===== src/include/remap_out_map.svh =====
// Purpose: offsets, field positions and reset values of the output remap
// Assumes: included by bare name from package and design files
// Notes: offsets are byte addresses on the register bus
`ifndef REMAP_OUT_MAP_SVH
`define REMAP_OUT_MAP_SVH
`define ROS_OFF_PINS_0_1 4'h0
`define ROS_OFF_PINS_2_3 4'h4
`define ROS_OFF_PINS_4_5 4'h8
`define ROS_ADDR_W 4
`define ROS_REG_W 16
`define ROS_SEL_W 5
`define ROS_LO_LSB 0
`define ROS_HI_LSB 8
`define ROS_REG_CNT 3
`define ROS_PIN_CNT 6
`define ROS_SEL_RESET 5'h0_0
`define ROS_SEL_NONE 5'h0_0
`define ROS_FUNC_CNT 32
`define ROS_RESP_OKAY 2'h0
`define ROS_RESP_SLVERR 2'h2
`endif


===== src/include/remap_out_pkg.sv =====
// Purpose: shared types of the output remap block
// Assumes: map header provides widths
// Notes: none
`include "remap_out_map.svh"
package remap_out_pkg;
	// one selector field
	typedef logic [`ROS_SEL_W-1:0] sel_t;
	// selectors for all pins
	typedef sel_t [`ROS_PIN_CNT-1:0] sel_vec_t;
	// peripheral function outputs, index = function number
	typedef logic [`ROS_FUNC_CNT-1:0] func_vec_t;
endpackage


===== src/include/remap_sel_if.sv =====
// Purpose: carries selector values from register file to pin mux
// Assumes: one clock domain
// Notes: none
`timescale 1ns/100ps
interface remap_sel_if;
	import remap_out_pkg::*;
	sel_vec_t sel; // per-pin function select
	modport regs (output sel);
	modport mux (input sel);
endinterface


===== src/remap_pin_mux.sv =====
// Purpose: routes peripheral function outputs onto remappable pins
// Assumes: selectors come from the register file, same clock
// Notes: outputs registered; selector zero gives port pin back
`timescale 1ns/100ps
`include "remap_out_map.svh"
module remap_pin_mux (
	input wire logic aclk,
	input wire logic aresetn,
	remap_sel_if.mux sel_bus,
	input wire remap_out_pkg::func_vec_t func_out,
	input wire logic [`ROS_PIN_CNT-1:0] port_out,
	output logic [`ROS_PIN_CNT-1:0] pin_out_r,
	output logic [`ROS_PIN_CNT-1:0] pin_remapped_r
);
	import remap_out_pkg::*;

	logic [`ROS_PIN_CNT-1:0] pin_out_nxt;
	logic [`ROS_PIN_CNT-1:0] pin_remapped_nxt;

	// selector to one signal; used per pin
	function automatic logic pick(input func_vec_t f, input sel_t s);
		pick = f[s];
	endfunction

	// next pin values
	always_comb begin
		for (int i = 0; i < `ROS_PIN_CNT; i++) begin
			pin_remapped_nxt[i] = (sel_bus.sel[i] != `ROS_SEL_NONE);
			pin_out_nxt[i] = pin_remapped_nxt[i] ?
				pick(func_out, sel_bus.sel[i]) : port_out[i];
		end
	end

	// register the pin drivers
	always_ff @(posedge aclk) begin
		if (!aresetn) begin
			pin_out_r <= '0;
			pin_remapped_r <= '0;
		end else begin
			pin_out_r <= pin_out_nxt;
			pin_remapped_r <= pin_remapped_nxt;
		end
	end

	property p_route;
		@(posedge aclk) disable iff (!aresetn)
		(sel_bus.sel[0] != `ROS_SEL_NONE) |=>
			pin_out_r[0] == $past(func_out[sel_bus.sel[0]]);
	endproperty
	a_route: assert property (p_route) else $error("pin0 misrouted");

	property p_zero;
		@(posedge aclk) disable iff (!aresetn)
		(sel_bus.sel[1] == `ROS_SEL_NONE) |=>
			(pin_out_r[1] == $past(port_out[1])) && !pin_remapped_r[1];
	endproperty
	a_zero: assert property (p_zero) else $error("pin1 not port");
endmodule


===== src/remappable_output_select.sv =====
// Purpose: AXI4-Lite register file for output function selection
// Assumes: aclk 40 MHz, synchronous active-low reset
// Notes: three 16-bit registers, two selectors each
// Functional notes
// - two 5-bit selectors per register
// - pins 2/3 in second register
// - bits 15-13, 7-5 read zero
// - small variant lacks pins 2,3,5
// - selector steers function to pin
//
// Local design decisions: the address map and the AXI4-Lite interface to the registers.
`timescale 1ns/100ps
`include "remap_out_map.svh"
module remappable_output_select
#(
	parameter bit SMALL_VARIANT = 1'b0
) (
	input wire logic aclk,
	input wire logic aresetn,
	input wire logic [`ROS_ADDR_W-1:0] s_axi_awaddr,
	input wire logic s_axi_awvalid,
	output logic s_axi_awready,
	input wire logic [31:0] s_axi_wdata,
	input wire logic [3:0] s_axi_wstrb,
	input wire logic s_axi_wvalid,
	output logic s_axi_wready,
	output logic [1:0] s_axi_bresp,
	output logic s_axi_bvalid,
	input wire logic s_axi_bready,
	input wire logic [`ROS_ADDR_W-1:0] s_axi_araddr,
	input wire logic s_axi_arvalid,
	output logic s_axi_arready,
	output logic [31:0] s_axi_rdata,
	output logic [1:0] s_axi_rresp,
	output logic s_axi_rvalid,
	input wire logic s_axi_rready,
	input wire remap_out_pkg::func_vec_t func_out,
	input wire logic [`ROS_PIN_CNT-1:0] port_out,
	output logic [`ROS_PIN_CNT-1:0] pin_out,
	output logic [`ROS_PIN_CNT-1:0] pin_remapped
);
	import remap_out_pkg::*;

	remap_sel_if sel_bus(); // selectors toward mux

	sel_vec_t sel_r; // selector storage
	sel_vec_t sel_nxt;
	logic [`ROS_PIN_CNT-1:0] present; // field exists in this variant

	// write channel state
	logic aw_hold_r, aw_hold_nxt; // address taken, waiting data
	logic w_hold_r, w_hold_nxt; // data taken, waiting address
	logic [`ROS_ADDR_W-1:0] awaddr_r, awaddr_nxt;
	logic [31:0] wdata_r, wdata_nxt;
	logic [3:0] wstrb_r, wstrb_nxt;
	logic bvalid_r, bvalid_nxt;
	logic [1:0] bresp_r, bresp_nxt;
	// read channel state
	logic rvalid_r, rvalid_nxt;
	logic [31:0] rdata_r, rdata_nxt;
	logic [1:0] rresp_r, rresp_nxt;

	logic aw_fire, w_fire, do_write, ar_fire;
	logic [`ROS_ADDR_W-1:0] wa; // effective write address
	logic [31:0] wd;
	logic [3:0] ws;

	// address to register index; 3 means unmapped
	function automatic logic [1:0] decode(input logic [`ROS_ADDR_W-1:0] a);
		unique case (a)
			`ROS_OFF_PINS_0_1: decode = 2'h0;
			`ROS_OFF_PINS_2_3: decode = 2'h1;
			`ROS_OFF_PINS_4_5: decode = 2'h2;
			default: decode = 2'h3;
		endcase
	endfunction

	// small variant drops pins 2, 3 and 5
	genvar g;
	generate
		for (g = 0; g < `ROS_PIN_CNT; g++) begin : g_present
			assign present[g] = !(SMALL_VARIANT &&
				(g == 2 || g == 3 || g == 5));
		end
	endgenerate

	// single-ported accept: one write and one read at a time
	assign aw_fire = s_axi_awvalid && s_axi_awready;
	assign w_fire = s_axi_wvalid && s_axi_wready;
	assign wa = aw_hold_r ? awaddr_r : s_axi_awaddr;
	assign wd = w_hold_r ? wdata_r : s_axi_wdata;
	assign ws = w_hold_r ? wstrb_r : s_axi_wstrb;
	assign do_write = (aw_hold_r || aw_fire) && (w_hold_r || w_fire);
	assign ar_fire = s_axi_arvalid && s_axi_arready;

	// write side and selector next values
	always_comb begin
		logic [1:0] idx;
		idx = decode(wa);
		sel_nxt = sel_r;
		aw_hold_nxt = aw_hold_r;
		w_hold_nxt = w_hold_r;
		awaddr_nxt = awaddr_r;
		wdata_nxt = wdata_r;
		wstrb_nxt = wstrb_r;
		bvalid_nxt = bvalid_r;
		bresp_nxt = bresp_r;
		// response accepted
		if (bvalid_r && s_axi_bready) begin
			bvalid_nxt = 1'b0;
		end
		if (do_write) begin
			aw_hold_nxt = 1'b0;
			w_hold_nxt = 1'b0;
			bvalid_nxt = 1'b1;
			bresp_nxt = (idx == 2'h3) ? `ROS_RESP_SLVERR : `ROS_RESP_OKAY;
			if (idx != 2'h3) begin
				// low field even pin, high field odd pin
				// second register holds pins 2 and 3
				if (ws[0] && present[2*idx]) begin
					sel_nxt[2*idx] = wd[`ROS_LO_LSB +: `ROS_SEL_W];
				end
				if (ws[1] && present[2*idx+1]) begin
					sel_nxt[2*idx+1] = wd[`ROS_HI_LSB +: `ROS_SEL_W];
				end
			end
		end else begin
			// hold whichever half arrived first
			if (aw_fire) begin
				aw_hold_nxt = 1'b1;
				awaddr_nxt = s_axi_awaddr;
			end
			if (w_fire) begin
				w_hold_nxt = 1'b1;
				wdata_nxt = s_axi_wdata;
				wstrb_nxt = s_axi_wstrb;
			end
		end
		for (int i = 0; i < `ROS_PIN_CNT; i++) begin
			if (!present[i]) begin
				sel_nxt[i] = `ROS_SEL_RESET;
			end
		end
	end

	// read side next values
	always_comb begin
		logic [1:0] ridx;
		ridx = decode(s_axi_araddr);
		rvalid_nxt = rvalid_r;
		rdata_nxt = rdata_r;
		rresp_nxt = rresp_r;
		if (rvalid_r && s_axi_rready) begin
			rvalid_nxt = 1'b0;
		end
		if (ar_fire) begin
			rvalid_nxt = 1'b1;
			rdata_nxt = '0;
			rresp_nxt = `ROS_RESP_OKAY;
			if (ridx == 2'h3) begin
				rresp_nxt = `ROS_RESP_SLVERR;
			end else begin
				rdata_nxt[`ROS_LO_LSB +: `ROS_SEL_W] = sel_r[2*ridx];
				rdata_nxt[`ROS_HI_LSB +: `ROS_SEL_W] = sel_r[2*ridx+1];
			end
		end
	end

	// register all state but the readies; selectors reset to zero
	always_ff @(posedge aclk) begin
		if (!aresetn) begin
			sel_r <= {`ROS_PIN_CNT{`ROS_SEL_RESET}};
			aw_hold_r <= 1'b0;
			w_hold_r <= 1'b0;
			awaddr_r <= '0;
			wdata_r <= '0;
			wstrb_r <= '0;
			bvalid_r <= 1'b0;
			bresp_r <= `ROS_RESP_OKAY;
			rvalid_r <= 1'b0;
			rdata_r <= '0;
			rresp_r <= `ROS_RESP_OKAY;
		end else begin
			sel_r <= sel_nxt;
			aw_hold_r <= aw_hold_nxt;
			w_hold_r <= w_hold_nxt;
			awaddr_r <= awaddr_nxt;
			wdata_r <= wdata_nxt;
			wstrb_r <= wstrb_nxt;
			bvalid_r <= bvalid_nxt;
			bresp_r <= bresp_nxt;
			rvalid_r <= rvalid_nxt;
			rdata_r <= rdata_nxt;
			rresp_r <= rresp_nxt;
		end
	end

	// readies are flops: low while holding or answering
	always_ff @(posedge aclk) begin
		if (!aresetn) begin
			s_axi_awready <= 1'b0;
			s_axi_wready <= 1'b0;
			s_axi_arready <= 1'b0;
		end else begin
			s_axi_awready <= !aw_hold_nxt && !bvalid_nxt && !do_write;
			s_axi_wready <= !w_hold_nxt && !bvalid_nxt && !do_write;
			s_axi_arready <= !rvalid_nxt && !ar_fire;
		end
	end

	assign s_axi_bvalid = bvalid_r;
	assign s_axi_bresp = bresp_r;
	assign s_axi_rvalid = rvalid_r;
	assign s_axi_rdata = rdata_r;
	assign s_axi_rresp = rresp_r;
	assign sel_bus.sel = sel_r;

	remap_pin_mux u_mux (
		.aclk(aclk),
		.aresetn(aresetn),
		.sel_bus(sel_bus),
		.func_out(func_out),
		.port_out(port_out),
		.pin_out_r(pin_out),
		.pin_remapped_r(pin_remapped)
	);

	// pin 1 from bits 12-8 of first register after full write
	property p_hi_field;
		@(posedge aclk) disable iff (!aresetn)
		(do_write && decode(wa) == 2'h0 && ws[1]) |=>
			sel_r[1] == $past(wd[`ROS_HI_LSB +: `ROS_SEL_W]);
	endproperty
	a_hi_field: assert property (p_hi_field) else $error("pin1 field");

	// pin 2 from low bits of second register
	property p_pin2;
		@(posedge aclk) disable iff (!aresetn)
		(do_write && decode(wa) == 2'h1 && ws[0] && present[2]) |=>
			sel_r[2] == $past(wd[`ROS_LO_LSB +: `ROS_SEL_W]);
	endproperty
	a_pin2: assert property (p_pin2) else $error("pin2 field");

	// reserved bits of read data are zero
	property p_rsvd;
		@(posedge aclk) disable iff (!aresetn)
		rvalid_r |-> (rdata_r[15:13] == 3'h0) && (rdata_r[7:5] == 3'h0);
	endproperty
	a_rsvd: assert property (p_rsvd) else $error("reserved bits set");

	// absent selectors never hold a value
	property p_absent;
		@(posedge aclk) disable iff (!aresetn)
		SMALL_VARIANT |-> sel_r[2] == 5'h0 && sel_r[3] == 5'h0 &&
			sel_r[5] == 5'h0;
	endproperty
	a_absent: assert property (p_absent) else $error("absent stored");

	// selectors zero one cycle after reset
	property p_reset;
		@(posedge aclk) $rose(aresetn) |-> sel_r == '0;
	endproperty
	a_reset: assert property (p_reset) else $error("not reset");

	// read answer holds with stable data until taken
	property p_rhold;
		@(posedge aclk) disable iff (!aresetn)
		(rvalid_r && !s_axi_rready) |=> rvalid_r && $stable(rdata_r);
	endproperty
	a_rhold: assert property (p_rhold) else $error("read dropped");
endmodule


===== config.mk =====
export PLATFORM = sky130hd
export DESIGN_NAME = remappable_output_select
export DESIGN_NICKNAME = d
export VERILOG_FILES = /design/src/include/remap_out_pkg.sv /design/src/include/remap_sel_if.sv /design/src/remap_pin_mux.sv /design/src/remappable_output_select.sv
export VERILOG_INCLUDE_DIRS = /design/src /design/src/include
export SDC_FILE = /design/constraint.sdc
export NUM_CORES = 1
export LEC_CHECK = 0
export BUFFER_PORTS_ARGS = -buffer_cell sky130_fd_sc_hd__buf_2
export CORE_MARGIN = 4
export CORE_UTILIZATION = 30
export DETAILED_ROUTE_END_ITERATION = 16
export PLACE_DENSITY = 0.63
export SLEW_MARGIN = 20
export SYNTH_ARGS = -nofsm -noshare
export SYNTH_HDL_FRONTEND = slang
export SYNTH_SLANG_ARGS = --single-unit

===== constraint.sdc =====
create_clock -name aclk -period 1.85 [get_ports aclk]
set_clock_uncertainty 0.05 [all_clocks]
set_input_delay 0.0925 -clock aclk [delete_from_list [all_inputs] [get_ports aclk]]
set_output_delay 0.0925 -clock aclk [all_outputs]
set_load 0.01 [all_outputs]

[Word level (Yosys, flattened, before mapping)]
Memories as Yosys holds them, arrays and structs flattened.
Index checks and enable logic that the tools add are counted.
Operators by class
  $add $sub $neg: 2
  $lt $le $gt $ge: 12
  equality and inequality tests: 7
  mux-type cells: 52
  bitwise operators: 1
  reduce and logical (&&, ||, !) cells: 34
Operators by type and width (count)
  30-bit two-way mux: 4
  30-bit bitwise mux: 2
  5-bit by 6-bit less-than comparator with 1-bit output, second input constant: 6
  1-bit binary-select mux with 5-bit select: 6
  5-bit two-way mux: 6
  5-bit nonzero test: 6
  1-bit two-way mux: 22
  5-bit binary-select mux with 3-bit select: 1
  5-bit demux with 3-bit select: 1
  1-bit logical AND: 15
  13-bit two-way mux: 1
  2-bit case mux with 3 select lines: 2
  5-bit binary-select mux with 2-bit select: 1
  5-bit demux with 2-bit select: 1
  3-bit by 1-bit adder with 4-bit output, second input constant: 2
  4-bit by 3-bit equality test with 1-bit output, second input constant: 2
  4-bit equality test, second input constant: 2
  4-bit zero test: 2
  3-bit by 4-bit less-than comparator with 1-bit output, second input constant: 2
  4-bit less-than comparator, second input constant: 2
  1-bit zero test: 6
  2-bit two-way mux: 3
  2-bit AND reduction: 3
  2-bit equality test, second input constant: 2
  other kinds (7): 8
Word-level totals
  flip-flop bits (word level): 82
  bits in read-only memories: 8
  output and inout port bits: 53
  memories kept: 1
Memories
  (no name shown): words 8, width 1, read ports 1, clocked after Yosys merged registers in 0, write ports 0, line remappable_output_select.sv:123  | if (ws[1] && present[2*idx+1]) begin

[Longest topological paths before layout]
Gate-level depths: netlist of the first run.
  depth in word-level cells: 13
  mapped depth: 7
  depth with buffers taken out: 5

[Cells and area by module]
Synthesis of the first run repeated with hierarchy kept, for this count alone.
Second synthesis, totals
  cells, all modules: 497
  area total of the unflattened synthesis: 5187.5 µm²
By module, submodules not included
  remappable_output_select: times used 1, cells each 306, area each 3089.2 µm², sequential area each 1301.2 µm²
  remap_pin_mux: times used 1, cells each 191, area each 2098.3 µm², sequential area each 240.2 µm²

[Worst setup path after synthesis of the first run]
Ideal clock, no wire load.
  path type: reg2reg
  from: register sel_r, in the netlist sel_bus.sel[25]
  to: register u_mux.pin_out_r[5]
  setup time: 117 ps
  arrival: 1773 ps
  path slack: -90 ps
  stages on the path, launching flop included: 7
  period minus slack after synthesis: 1940 ps
  path through: dfxtp_1 > clkbuf_1 > mux4_2 > mux2_2 > nor3b_1 > nor4_1 > a32o_1
Between the ends
  cells in the longest elaborated chain, start to end: 3
  elaborated cells between the ends (all ways): 4
  classes of those cells: mux (3); reduce/logical (1)
RTL lines
  start: declaration: line remappable_output_select.sv:46  | sel_vec_t sel_r;
  start signal: assignment: line remappable_output_select.sv:172  | sel_r <= {`ROS_PIN_CNT{`ROS_SEL_RESET}};
  start signal: assignment: line remappable_output_select.sv:184  | sel_r <= sel_nxt;
  1-bit binary-select mux with 5-bit select: line remap_pin_mux.sv:22  | pick = f[s];
  1-bit two-way mux (not written as such): line remap_pin_mux.sv:22
  1-bit two-way mux *: line remap_pin_mux.sv:29  | pin_out_nxt[i] = pin_remapped_nxt[i] ?
  end signal: assignment: line remap_pin_mux.sv:40  | pin_out_r <= pin_out_nxt;
  end: declaration: line remap_pin_mux.sv:12  | output logic [`ROS_PIN_CNT-1:0] pin_out_r,
Mark *: on every way between the ends. The rest lies on a longest branch, timed or not. The select of a mux whose other input is x is not followed.
A chain may end at the register's enable or synchronous reset.

[Worst setup path in the final report of the first run]
  from: register aw_hold_r
  to: register sel_r, in the netlist sel_bus.sel[20]
Between the ends
  cells in the longest elaborated chain, start to end: 13
  elaborated cells between the ends (all ways): 32
  classes of those cells: add/sub (1); order compare (4); eq/ne (3); mux (15); reduce/logical (8); memory (1)
RTL lines
  start: declaration: line remappable_output_select.sv:51  | logic aw_hold_r, aw_hold_nxt;
  start signal: assignment: line remappable_output_select.sv:185  | aw_hold_r <= aw_hold_nxt;
  4-bit two-way mux: line remappable_output_select.sv:90  | assign wa = aw_hold_r ? awaddr_r : s_axi_awaddr;
  4-bit equality test (tied with other cells): line remappable_output_select.sv:70  | unique case (a)
  2-bit case mux with 3 select lines: line remappable_output_select.sv:70
  3-bit by 4-bit less-than comparator with 1-bit output or 3-bit by 1-bit greater-or-equal comparator with 1-bit output (tied branches): line remappable_output_select.sv:121  | sel_nxt[2*idx] = wd[`ROS_LO_LSB +: `ROS_SEL_W];
  1-bit logical AND: line remappable_output_select.sv:121
  5-bit two-way mux: line remappable_output_select.sv:121
  5-bit demux with 2-bit select: line remappable_output_select.sv:121
  30-bit bitwise mux: line remappable_output_select.sv:121
  30-bit two-way mux: line remappable_output_select.sv:120  | if (ws[0] && present[2*idx]) begin
  30-bit two-way mux: line remappable_output_select.sv:117  | if (idx != 2'h3) begin
  30-bit two-way mux: line remappable_output_select.sv:112  | if (do_write) begin
  30-bit bitwise mux: line remappable_output_select.sv:124  | sel_nxt[2*idx+1] = wd[`ROS_HI_LSB +: `ROS_SEL_W];
  30-bit two-way mux: line remappable_output_select.sv:123
Parallel ways exist; a longest one is shown, timed or not. The select of a mux whose other input is x is not followed.

==> results of run 1 <==
sequential cells by signal (all words and copies together) (netlist names):
register,flops
s_axi_bvalid,1
s_axi_wready,1
awaddr_r,4
u_mux.pin_remapped_r,6
s_axi_arready,1
u_mux.pin_out_r,6
wdata_r,10
s_axi_awready,1
s_axi_bresp,1
w_hold_r,1
wstrb_r,2
s_axi_rdata,10
s_axi_rresp,1
s_axi_rvalid,1
aw_hold_r,1
sel_bus.sel,30
logic make-up after synthesis:
family / share of synthesized area (%)
simple gates: 19.30
mux: 32.72
flops: 29.90
compound gates: 10.44
buf+inv: 7.573
other cells: 0.07275
through the flow:
stage,setup slack [ps],utilization [%],instances
CTS,16.71,39.30,897
finish,69.55,39.56,896
global route,-29.05,39.56,896
global placement,5.190,36.19,861
floorplan,5.039,-,565
detailed placement,-33.41,36.19,861
worst max-delay path, cell delays in order, from the launching register on:
cell       delay, ps
dfxtp_4          360
a2111oi_4        360
a21oi_4          150
nor4_4           320
buf_6            170
mux2i_1          190
nor2_1            60
area by class of cell:
class	instances	area share (%)
clock buffers	10	3.617
clock inverters	6	1.174
inverters	3	0.1705
multi-input cells	416	50.40
flip-flops and latches	77	23.69
well taps	220	4.167
repair buffers	164	16.78
power breakdown:
part           internal, mW  switching, mW
Combinational         0.274          0.359
Sequential             1.70         0.0260
Clock                  1.11          0.815
repair_timing:
item	in CTS	in global routing
setup endpoints to repair	3	24
pin swaps	0	3
hold endpoints to repair	20	0
cloned	0	0
hold buffers	20	0
resized for setup	3	19
layer usage:
metal	vias up	wire length [µm]
li1	2210	-
met5	-	0
met1	2222	6896
met3	30	1173
met2	208	7506
met4	0	346
synthesized netlist by cell type, drive strengths merged (3+ instances only):
library cell,n,area (µm²)
and3,8,50.05
a22oi,13,97.59
nand2,44,165.2
mux2,12,135.1
nor4,10,152.6
nand3b,15,112.6
a31oi,4,25.02
nand3,18,90.09
inv,3,11.26
dfxtp,77,1541
clkbuf,27,101.4
nand2b,4,25.02
nor2,66,247.7
nor2b,8,50.05
nor4b,3,26.28
a41oi,3,26.28
nor3b,4,30.03
mux4,28,630.6
mux2i,92,920.9
a32o,5,50.05
o21ai,11,55.05
buf,42,277.8
a211oi,6,50.05
o221ai,5,43.79
or2,3,18.77
a311o,3,30.03
a21oi,20,115.1
final timing paths:
kind                        end  slack, ps   startpoint
min reg2reg          wdata_r[0]        400   wdata_r[0]
max             sel_bus.sel[20]         70    aw_hold_r
min          u_mux.pin_out_r[0]          7  port_out[0]
max reg2reg     sel_bus.sel[20]         70    aw_hold_r
==> results.yml, run 1 <==
grt:
  grt_pass1_vias: 4513
  grtUsageMet2_pct: 25.01
  grt_use_met3_pct: 3.897
  grt-ovfl-total: 0
  top_usage_layer: "met2"
  grt_max_degree: 61
  antenna_found_initial: 0
  grt_pass1_wl_mm: 24.95
  grt_usage_pct: 16.00
  grtUsageMet1_pct: 21.54
cts:
  numCtsBuffers: 9
  cts_tree: "built"
  cts_buffer_depth: 2
  cts_setup_buffers: 0
  cts.sinks: 77
  clk_pin_slew_worst_paths_ps: 70
  insertion_delay_ps: 340
  cts_root_buffer: "clkbuf_16"
  htree_levels: 3
timing:
  setup_tns_ps: 0
  relSlewSlack_pct: 57.09
  setup-violations-final: 0
  hold_viol: 0
  rsz0062_at_grt: "true"
  slew_viol_final: 0
  final.min_clock_period_ps: 1780
  whs_ps: 6.876
  finalCritPeriodShare_pct: 96.24
  fmax_mhz: 561.7
  worstMarginPinSlew_ps: 625.8
logic_synthesis:
  ys.flop_type: "dfxtp_1"
  async_flop_share_pct: 0
  synth_cell_types: 42
  avgSynthCellArea_um2: 9.511
  syn_area_um2: 5155
  ys_seq_area_share_pct: 29.90
  synth_edf_count: 0
  ys_warn_count: 0
  netlist_instances: 542
  ys_ff_latch: 77
critical_path:
  required_ps: 2020
  startpoint_type: "flop"
  cp-end-kind: "flop"
  crit_arrival_ps: 1950
  r2r_cells: 6
  crit_type: "flop to flop"
  crit_path_max_fanout: 7
detailed_routing:
  first_pass_iters: 5
  vias: 4670
  routed_wl_mm: 15.92
  vias_per_cell: 5.212
  drc: 0
  dr.first_iter.drc_count: 393
  ant_nets: 0
  detail_route.wl_per_cell_um: 17.77
worst_hold_path:
  min_path_type: "input port to flop"
  hold_depth: 3
die:
  die_y_um: 139.1
  rows: 47
  die-area_um2: 19340
  boundaryPins: 142
  start_util_pct: 30.87
  core-area_um2: 16700
  die_w_um: 139.1
cells_and_area:
  mostFrequentLayoutCells: "buf_2 (92), mux2i_1 (91), nor2_1 (66), dfxtp_1 (64), buf_4 (46)"
  fin_nets: 760
  regArea_um2: 1565
  area_delta_synth_final_pct: 28.16
  diodes: 0
  layout-drive-gt1-share_pct: 34.02
  final_common_cell: "buf_2"
  fillers: 1692
  multi_input_area_um2: 3329
  final_area_um2: 6606
run:
  drv_cap: 0
power_and_ir_drop:
  report.power.total_mw: 4.283
  ir_worst_vdd_uv: 413.8
  power.density_nw_per_um2: 648.3
  p_leak_nw: 2.437
placed_design:
  dpl.hpwl_mm: 11.80
  gp_congestion: 0.8444
  placed_cell_area_um2: 6043
  port_buffers: 93
status:
  status: "complete, no violations"
(Power assumes the default switching activity.)
==> inputs of run 2 (changes only) <==
--- a/config.mk
+++ b/config.mk
@@ -6,11 +6,12 @@
 export SDC_FILE = /design/constraint.sdc
 export NUM_CORES = 1
 export LEC_CHECK = 0
+export ABC_AREA = 1
 export BUFFER_PORTS_ARGS = -buffer_cell sky130_fd_sc_hd__buf_2
 export CORE_MARGIN = 4
 export CORE_UTILIZATION = 30
 export DETAILED_ROUTE_END_ITERATION = 16
-export PLACE_DENSITY = 0.63
+export PLACE_DENSITY = 0.62
 export SLEW_MARGIN = 20
 export SYNTH_ARGS = -nofsm -noshare
 export SYNTH_HDL_FRONTEND = slang
==> run 2 against run 1 <==
Highest routed layer unchanged. Sequential power is 2% higher. Critical endpoint is now sel_bus.sel[14]. Power is 8.1% higher. Synthesized cell count is 71% higher. Critical path type unchanged.
==> results.yml, run 2 <==
status:
  status: "complete, no violations"
logic_synthesis:
  ys.flop_type: "dfxtp_1"
  avgSynthCellArea_um2: 5.875
  ys_ff_latch: 77
  syn_area_um2: 5434
  async_flop_share_pct: 0
  synthTopCellsByCount: "nand2_1 (326), nand3_1 (173), dfxtp_1 (77)"
  synth.top_cells.by_area: "dfxtp_1 (28%), nand2_1 (23%), nand3_1 (16%)"
  synth_cell_types: 28
  synth.most_common_cell: "nand2_1"
  netlist_instances: 925
  synth_top_area_share_pct: 28.37
  ys_warn_count: 0
  ys_seq_area_share_pct: 28.37
  yosysTopAreaCell: "dfxtp_1"
  synth_edf_count: 0
detailed_routing:
  ant_nets: 0
  detail_route.wl_per_cell_um: 15.15
  routed_wl_mm: 18.96
  first_pass_iters: 5
  vias: 6219
  drc: 0
  dr.first_iter.drc_count: 581
  vias_per_cell: 4.967
power_and_ir_drop:
  ir_worst_vdd_uv: 512.1
  p_sw_mw: 1.194
  power.density_nw_per_um2: 702.1
  p_comb_share_pct: 14.9
  p_sw_share_pct: 25.78
  report.power.total_mw: 4.632
  cell_internal_pwr_mw: 3.438
  seqPwrFrac_pct: 37.9
  p_leak_nw: 3.277
  pwr-share-clk_pct: 47.2
cts:
  cts_buffer_depth: 2
  clk_pin_slew_worst_paths_ps: 60
  cts_resized: 0
  cts_root_buffer: "clkbuf_16"
  htree_levels: 3
  cts_tree: "built"
  numCtsBuffers: 9
  cts.sinks: 77
  cts_setup_buffers: 0
  insertion_delay_ps: 340
grt:
  top_usage_layer: "met2"
  grt_max_degree: 32
  grt_use_met3_pct: 3.562
  grt_usage_pct: 18.43
  antenna_found_initial: 0
  grt_pass1_vias: 5589
  grtUsageMet2_pct: 28.68
  grt_pass1_wl_mm: 29.75
  grt-ovfl-total: 0
  grtUsageMet1_pct: 26.13
die:
  die-area_um2: 20330
  core-area_um2: 17540
  boundaryPins: 142
  rows: 48
  die_y_um: 142.6
  start_util_pct: 30.99
  die_w_um: 142.6
placed_design:
  dpl.hpwl_mm: 14.12
  port_buffers: 93
  gp_congestion: 0.8735
timing:
  setup_tns_ps: 0
  setup-violations-final: 0
  final.min_clock_period_ps: 1587
  finalCritPeriodShare_pct: 85.76
  rsz0062_at_grt: "false"
  slew_viol_final: 0
  hold_viol: 0
  fmax_mhz: 630.3
  relSlewSlack_pct: 61.69
  worstMarginPinSlew_ps: 574.7
  whs_ps: 4.775
cells_and_area:
  diodes: 0
  final_common_cell: "nand2_1"
  layout-drive-gt1-share_pct: 16.16
  fin_nets: 1111
  mostFrequentLayoutCells: "nand2_1 (326), nand3_1 (173), buf_2 (93), dfxtp_1 (77), inv_1 (71)"
  largest_reg_flops: 30
  area_delta_synth_final_pct: 21.39
critical_path:
  crit_arrival_ps: 1760
  crit_type: "flop to flop"
  required_ps: 2030
  r2r_cells: 5
  cp-end-kind: "flop"
  startpoint_type: "flop"
  crit_path_max_fanout: 11
worst_hold_path:
  hold_depth: 3
  min_path_type: "input port to flop"
run:
  drv_cap: 0
run 2: cells by family (layout without fill, tap and decap cells):
logic type      after synthesis  count (layout)  share of synthesized area [%]
compound gates              108             108                          10.04
mux                           8               8                          1.474
buf+inv                     155             234                          13.86
simple gates                576             576                          46.19
flops                        77              77                          28.37
other cells                   1              24                        0.06901
run 2: what timing repair did:
| item | in CTS | in global routing |
|---|---|---|
| hold buffers | 21 | 0 |
| endpoints found under the hold margin | 21 | 0 |
| endpoints found under the setup margin | 0 | 0 |
run 2: critical path, cell delays in order (launching register included):
cell,delay (ps)
dfxtp_1,470
buf_4,260
mux2i_1,450
nand2_1,120
nand2_1,70
a21oi_1,50
run 2: area by class of cell:
type,count,area (µm²)
inverter,85,320.3
clock buffer,9,225.2
timing repair buffer,133,855.8
sequential,77,1541
fill,1935,10940
tap,225,281.5
clock inverter,7,146.4
multi-input combinational,716,3226
run 2: through the flow:
stage	setup WS, ps	std cells	cell area [µm²]	utilization [%]
floorplan	567.7	948	5520	-
global placement	308.7	1215	6015	34.30
detailed placement	306.6	1215	6015	34.30
CTS	284.2	1252	6596	37.61
global route	137.0	1252	6596	37.61
finish	263.4	1252	6596	37.61
run 2: final timing paths:
kind / slack, ps / to / from
setup reg to reg: 260 / sel_bus.sel[14] / w_hold_r
setup / recovery: 260 / sel_bus.sel[14] / w_hold_r
hold / removal: 5 / wdata_r[0] / s_axi_wdata[0]
hold reg to reg: 400 / wdata_r[0] / wdata_r[0]
run 2: power groups by stage:
stage | sequential [mW] | combinational [mW] | clock, mW
6_report | 1.76 | 0.689 | 2.19
5_1_grt | 1.76 | 0.769 | 2.27
4_1_cts | 1.76 | 0.686 | 2.22
3_5_place_dp | 1.79 | 0.648 | 0
3_3_place_gp | 1.79 | 0.644 | 0
2_1_floorplan | 1.80 | 0.396 | 0
run 2: metal layers:
metal  vias to the layer above  wire, µm
li1                       3125         -
met1                      2763      8330
met2                       311      8396
met3                        20      2001
met4                         0       236
met5                         -         0
==> inputs of run 3 (changes only) <==
--- a/config.mk
+++ b/config.mk
@@ -6,12 +6,11 @@
 export SDC_FILE = /design/constraint.sdc
 export NUM_CORES = 1
 export LEC_CHECK = 0
-export ABC_AREA = 1
 export BUFFER_PORTS_ARGS = -buffer_cell sky130_fd_sc_hd__buf_2
-export CORE_MARGIN = 4
+export CORE_MARGIN = 5
 export CORE_UTILIZATION = 30
 export DETAILED_ROUTE_END_ITERATION = 16
-export PLACE_DENSITY = 0.62
+export PLACE_DENSITY = 0.63
 export SLEW_MARGIN = 20
 export SYNTH_ARGS = -nofsm -noshare
 export SYNTH_HDL_FRONTEND = slang
==> run 3 against run 2 <==
Clock power is 12% lower. Utilization grew 1.3 points. Register-to-register slack lost 210 ps. Sequential power is 2% lower. Via count decreased by 25%. Critical path type unchanged. Largest cell class unchanged. Highest routed layer unchanged.
==> results.yml, run 3 (synthesis gave the netlist of run 1 again) <==
placed_design:
  dpl.hpwl_mm: 12.06
  port_buffers: 93
  gp_congestion: 0.8312
  placed_cell_area_um2: 6067
timing:
  slew_viol_final: 0
  hold_viol: 0
  setup_tns_ps: 0
  worstMarginPinSlew_ps: 656.0
  relSlewSlack_pct: 55.01
  final.min_clock_period_ps: 1794
  fmax_mhz: 557.5
  finalCritPeriodShare_pct: 96.95
  rsz0062_at_grt: "true"
  setup-violations-final: 0
critical_path:
  slowest_stage: "mux4_2"
  required_ps: 2040
  startpoint_type: "flop"
  slowest_delay_ps: 510
  worstSetupStartpoint: "sel_bus.sel[15]"
  cp-end-kind: "flop"
  cp_num_buf_inv: 0
  crit_arrival_ps: 1990
  cpLargestDelayFamily: "multiplexers"
  crit_type: "flop to flop"
  r2r-start: "sel_bus.sel[15]"
  crit_path_max_fanout: 4
  path_cells: "mux4_2 -> mux2_2 -> nor3b_1 -> nor4_1 -> a32o_1"
die:
  core-area_um2: 17060
  die_w_um: 141.1
  start_util_pct: 30.22
  boundaryPins: 142
  die_y_um: 141.1
  die-area_um2: 19910
  rows: 48
cts:
  clk_pin_slew_worst_paths_ps: 70
  insertion_delay_ps: 350
  cts_root_buffer: "clkbuf_16"
  cts_setup_buffers: 0
  cts_buffer_depth: 2
  cts_tree: "built"
  numCtsBuffers: 9
  cts.sinks: 77
  htree_levels: 3
detailed_routing:
  wl_met2_mm: 8.020
  dr.first_iter.drc_count: 392
  drc: 0
  wl_met1_mm: 6.800
  vias: 4680
  vias_per_cell: 5.171
  detail_route.wl_per_cell_um: 18.09
  routed_wl_mm: 16.37
  dr_wl_met3_mm: 1.055
  first_pass_iters: 5
  topRoutingLayerUsed: "met4"
  ant_nets: 0
grt:
  antenna_found_initial: 0
  grt_pass1_vias: 4413
  grt-ovfl-total: 0
  grt_pass1_wl_mm: 25.23
  grt_max_degree: 29
  grt_usage_pct: 16.24
status:
  status: "complete, no violations"
cells_and_area:
  layout-drive-gt1-share_pct: 34.26
  largest_reg_flops: 30
  final_area_um2: 6636
  diodes: 0
  final_common_cell: "buf_2"
  area_delta_synth_final_pct: 28.74
  mostFrequentLayoutCells: "buf_2 (93), mux2i_1 (92), nor2_1 (66), dfxtp_1 (65), buf_4 (46)"
  fillers: 1717
  fin_nets: 764
power_and_ir_drop:
  p_leak_nw: 2.448
  power.density_nw_per_um2: 646.2
  report.power.total_mw: 4.289
  ir_worst_vdd_uv: 418.6
worst_hold_path:
  min_path_type: "input port to flop"
  worstHoldStart: "s_axi_awaddr[0]"
run:
  drv_cap: 0
run 3: cell types whose count changed in the layout (fill, tap and decap cells not counted), moves of 12 or more:
cell and delta:
nand2_1 -282, nand3_1 -155, mux2i_1 +84, inv_1 -69
o21ai_0 -48, buf_4 +30, nor2_1 +29, a21oi_1 -28
mux4_2 +28, a22oi_1 +13, dfxtp_1 -12, mux2_2 +12
run 3: power breakdown:
group | switching (mW) | internal [mW]
logic | 0.368 | 0.276
registers | 0.0242 | 1.70
clock network | 0.786 | 1.13
total | 1.18 | 3.11
run 3: what timing repair did:
| item | in CTS | in global routing |
|---|---|---|
| gates resized for setup | 3 | 20 |
| setup endpoints to repair | 2 | 36 |
| hold endpoints to repair | 19 | 0 |
| pin swaps | 0 | 8 |
| cloned | 0 | 0 |
| hold buffers | 19 | 0 |
run 3: routing by layer:
metal	up-vias	track usage [%]
li1	2221	-
met1	2272	21.42
met2	157	26.21
met3	30	2.917
met4	0	6.731
met5	-	0
run 3: metrics by stage:
step	hold slack, ps	utilization (%)	setup slack (ps)	std cells
6_report	1.813	38.91	56.40	905
5_1_grt	24.67	38.91	-37.62	905
4_1_cts	0.7966	38.57	6.739	905
3_5_place_dp	292.4	35.57	-16.92	870
3_3_place_gp	289.5	35.57	8.698	870
2_1_floorplan	178.5	-	5.039	565
run 3: cell type report:
class / count / area (µm²) / share of cell area (%)
well taps: 225 / 281.5 / 4.242
flip-flops and latches: 77 / 1559 / 23.49
clock inverters: 5 / 65.06 / 0.9804
multi-input cells: 416 / 3327 / 50.13
clock buffers: 11 / 252.7 / 3.808
inverters: 3 / 11.26 / 0.1697
repair buffers: 168 / 1140 / 17.18
run 3: tightest hold or removal path: stages:
cell	delay [ps]
buf_2	110
mux2i_1	70
nor2_1	80
run 3: path summary, 6_finish.rpt:
| path | slack, ps | cells past startpoint | to |
|---|---|---|---|
| max | 60 | 5 | u_mux.pin_out_r[3] |
| min | 2 | 3 | awaddr_r[0] |
| max reg2reg | 60 | 5 | u_mux.pin_out_r[3] |
| min reg2reg | 400 | 2 | wdata_r[4] |
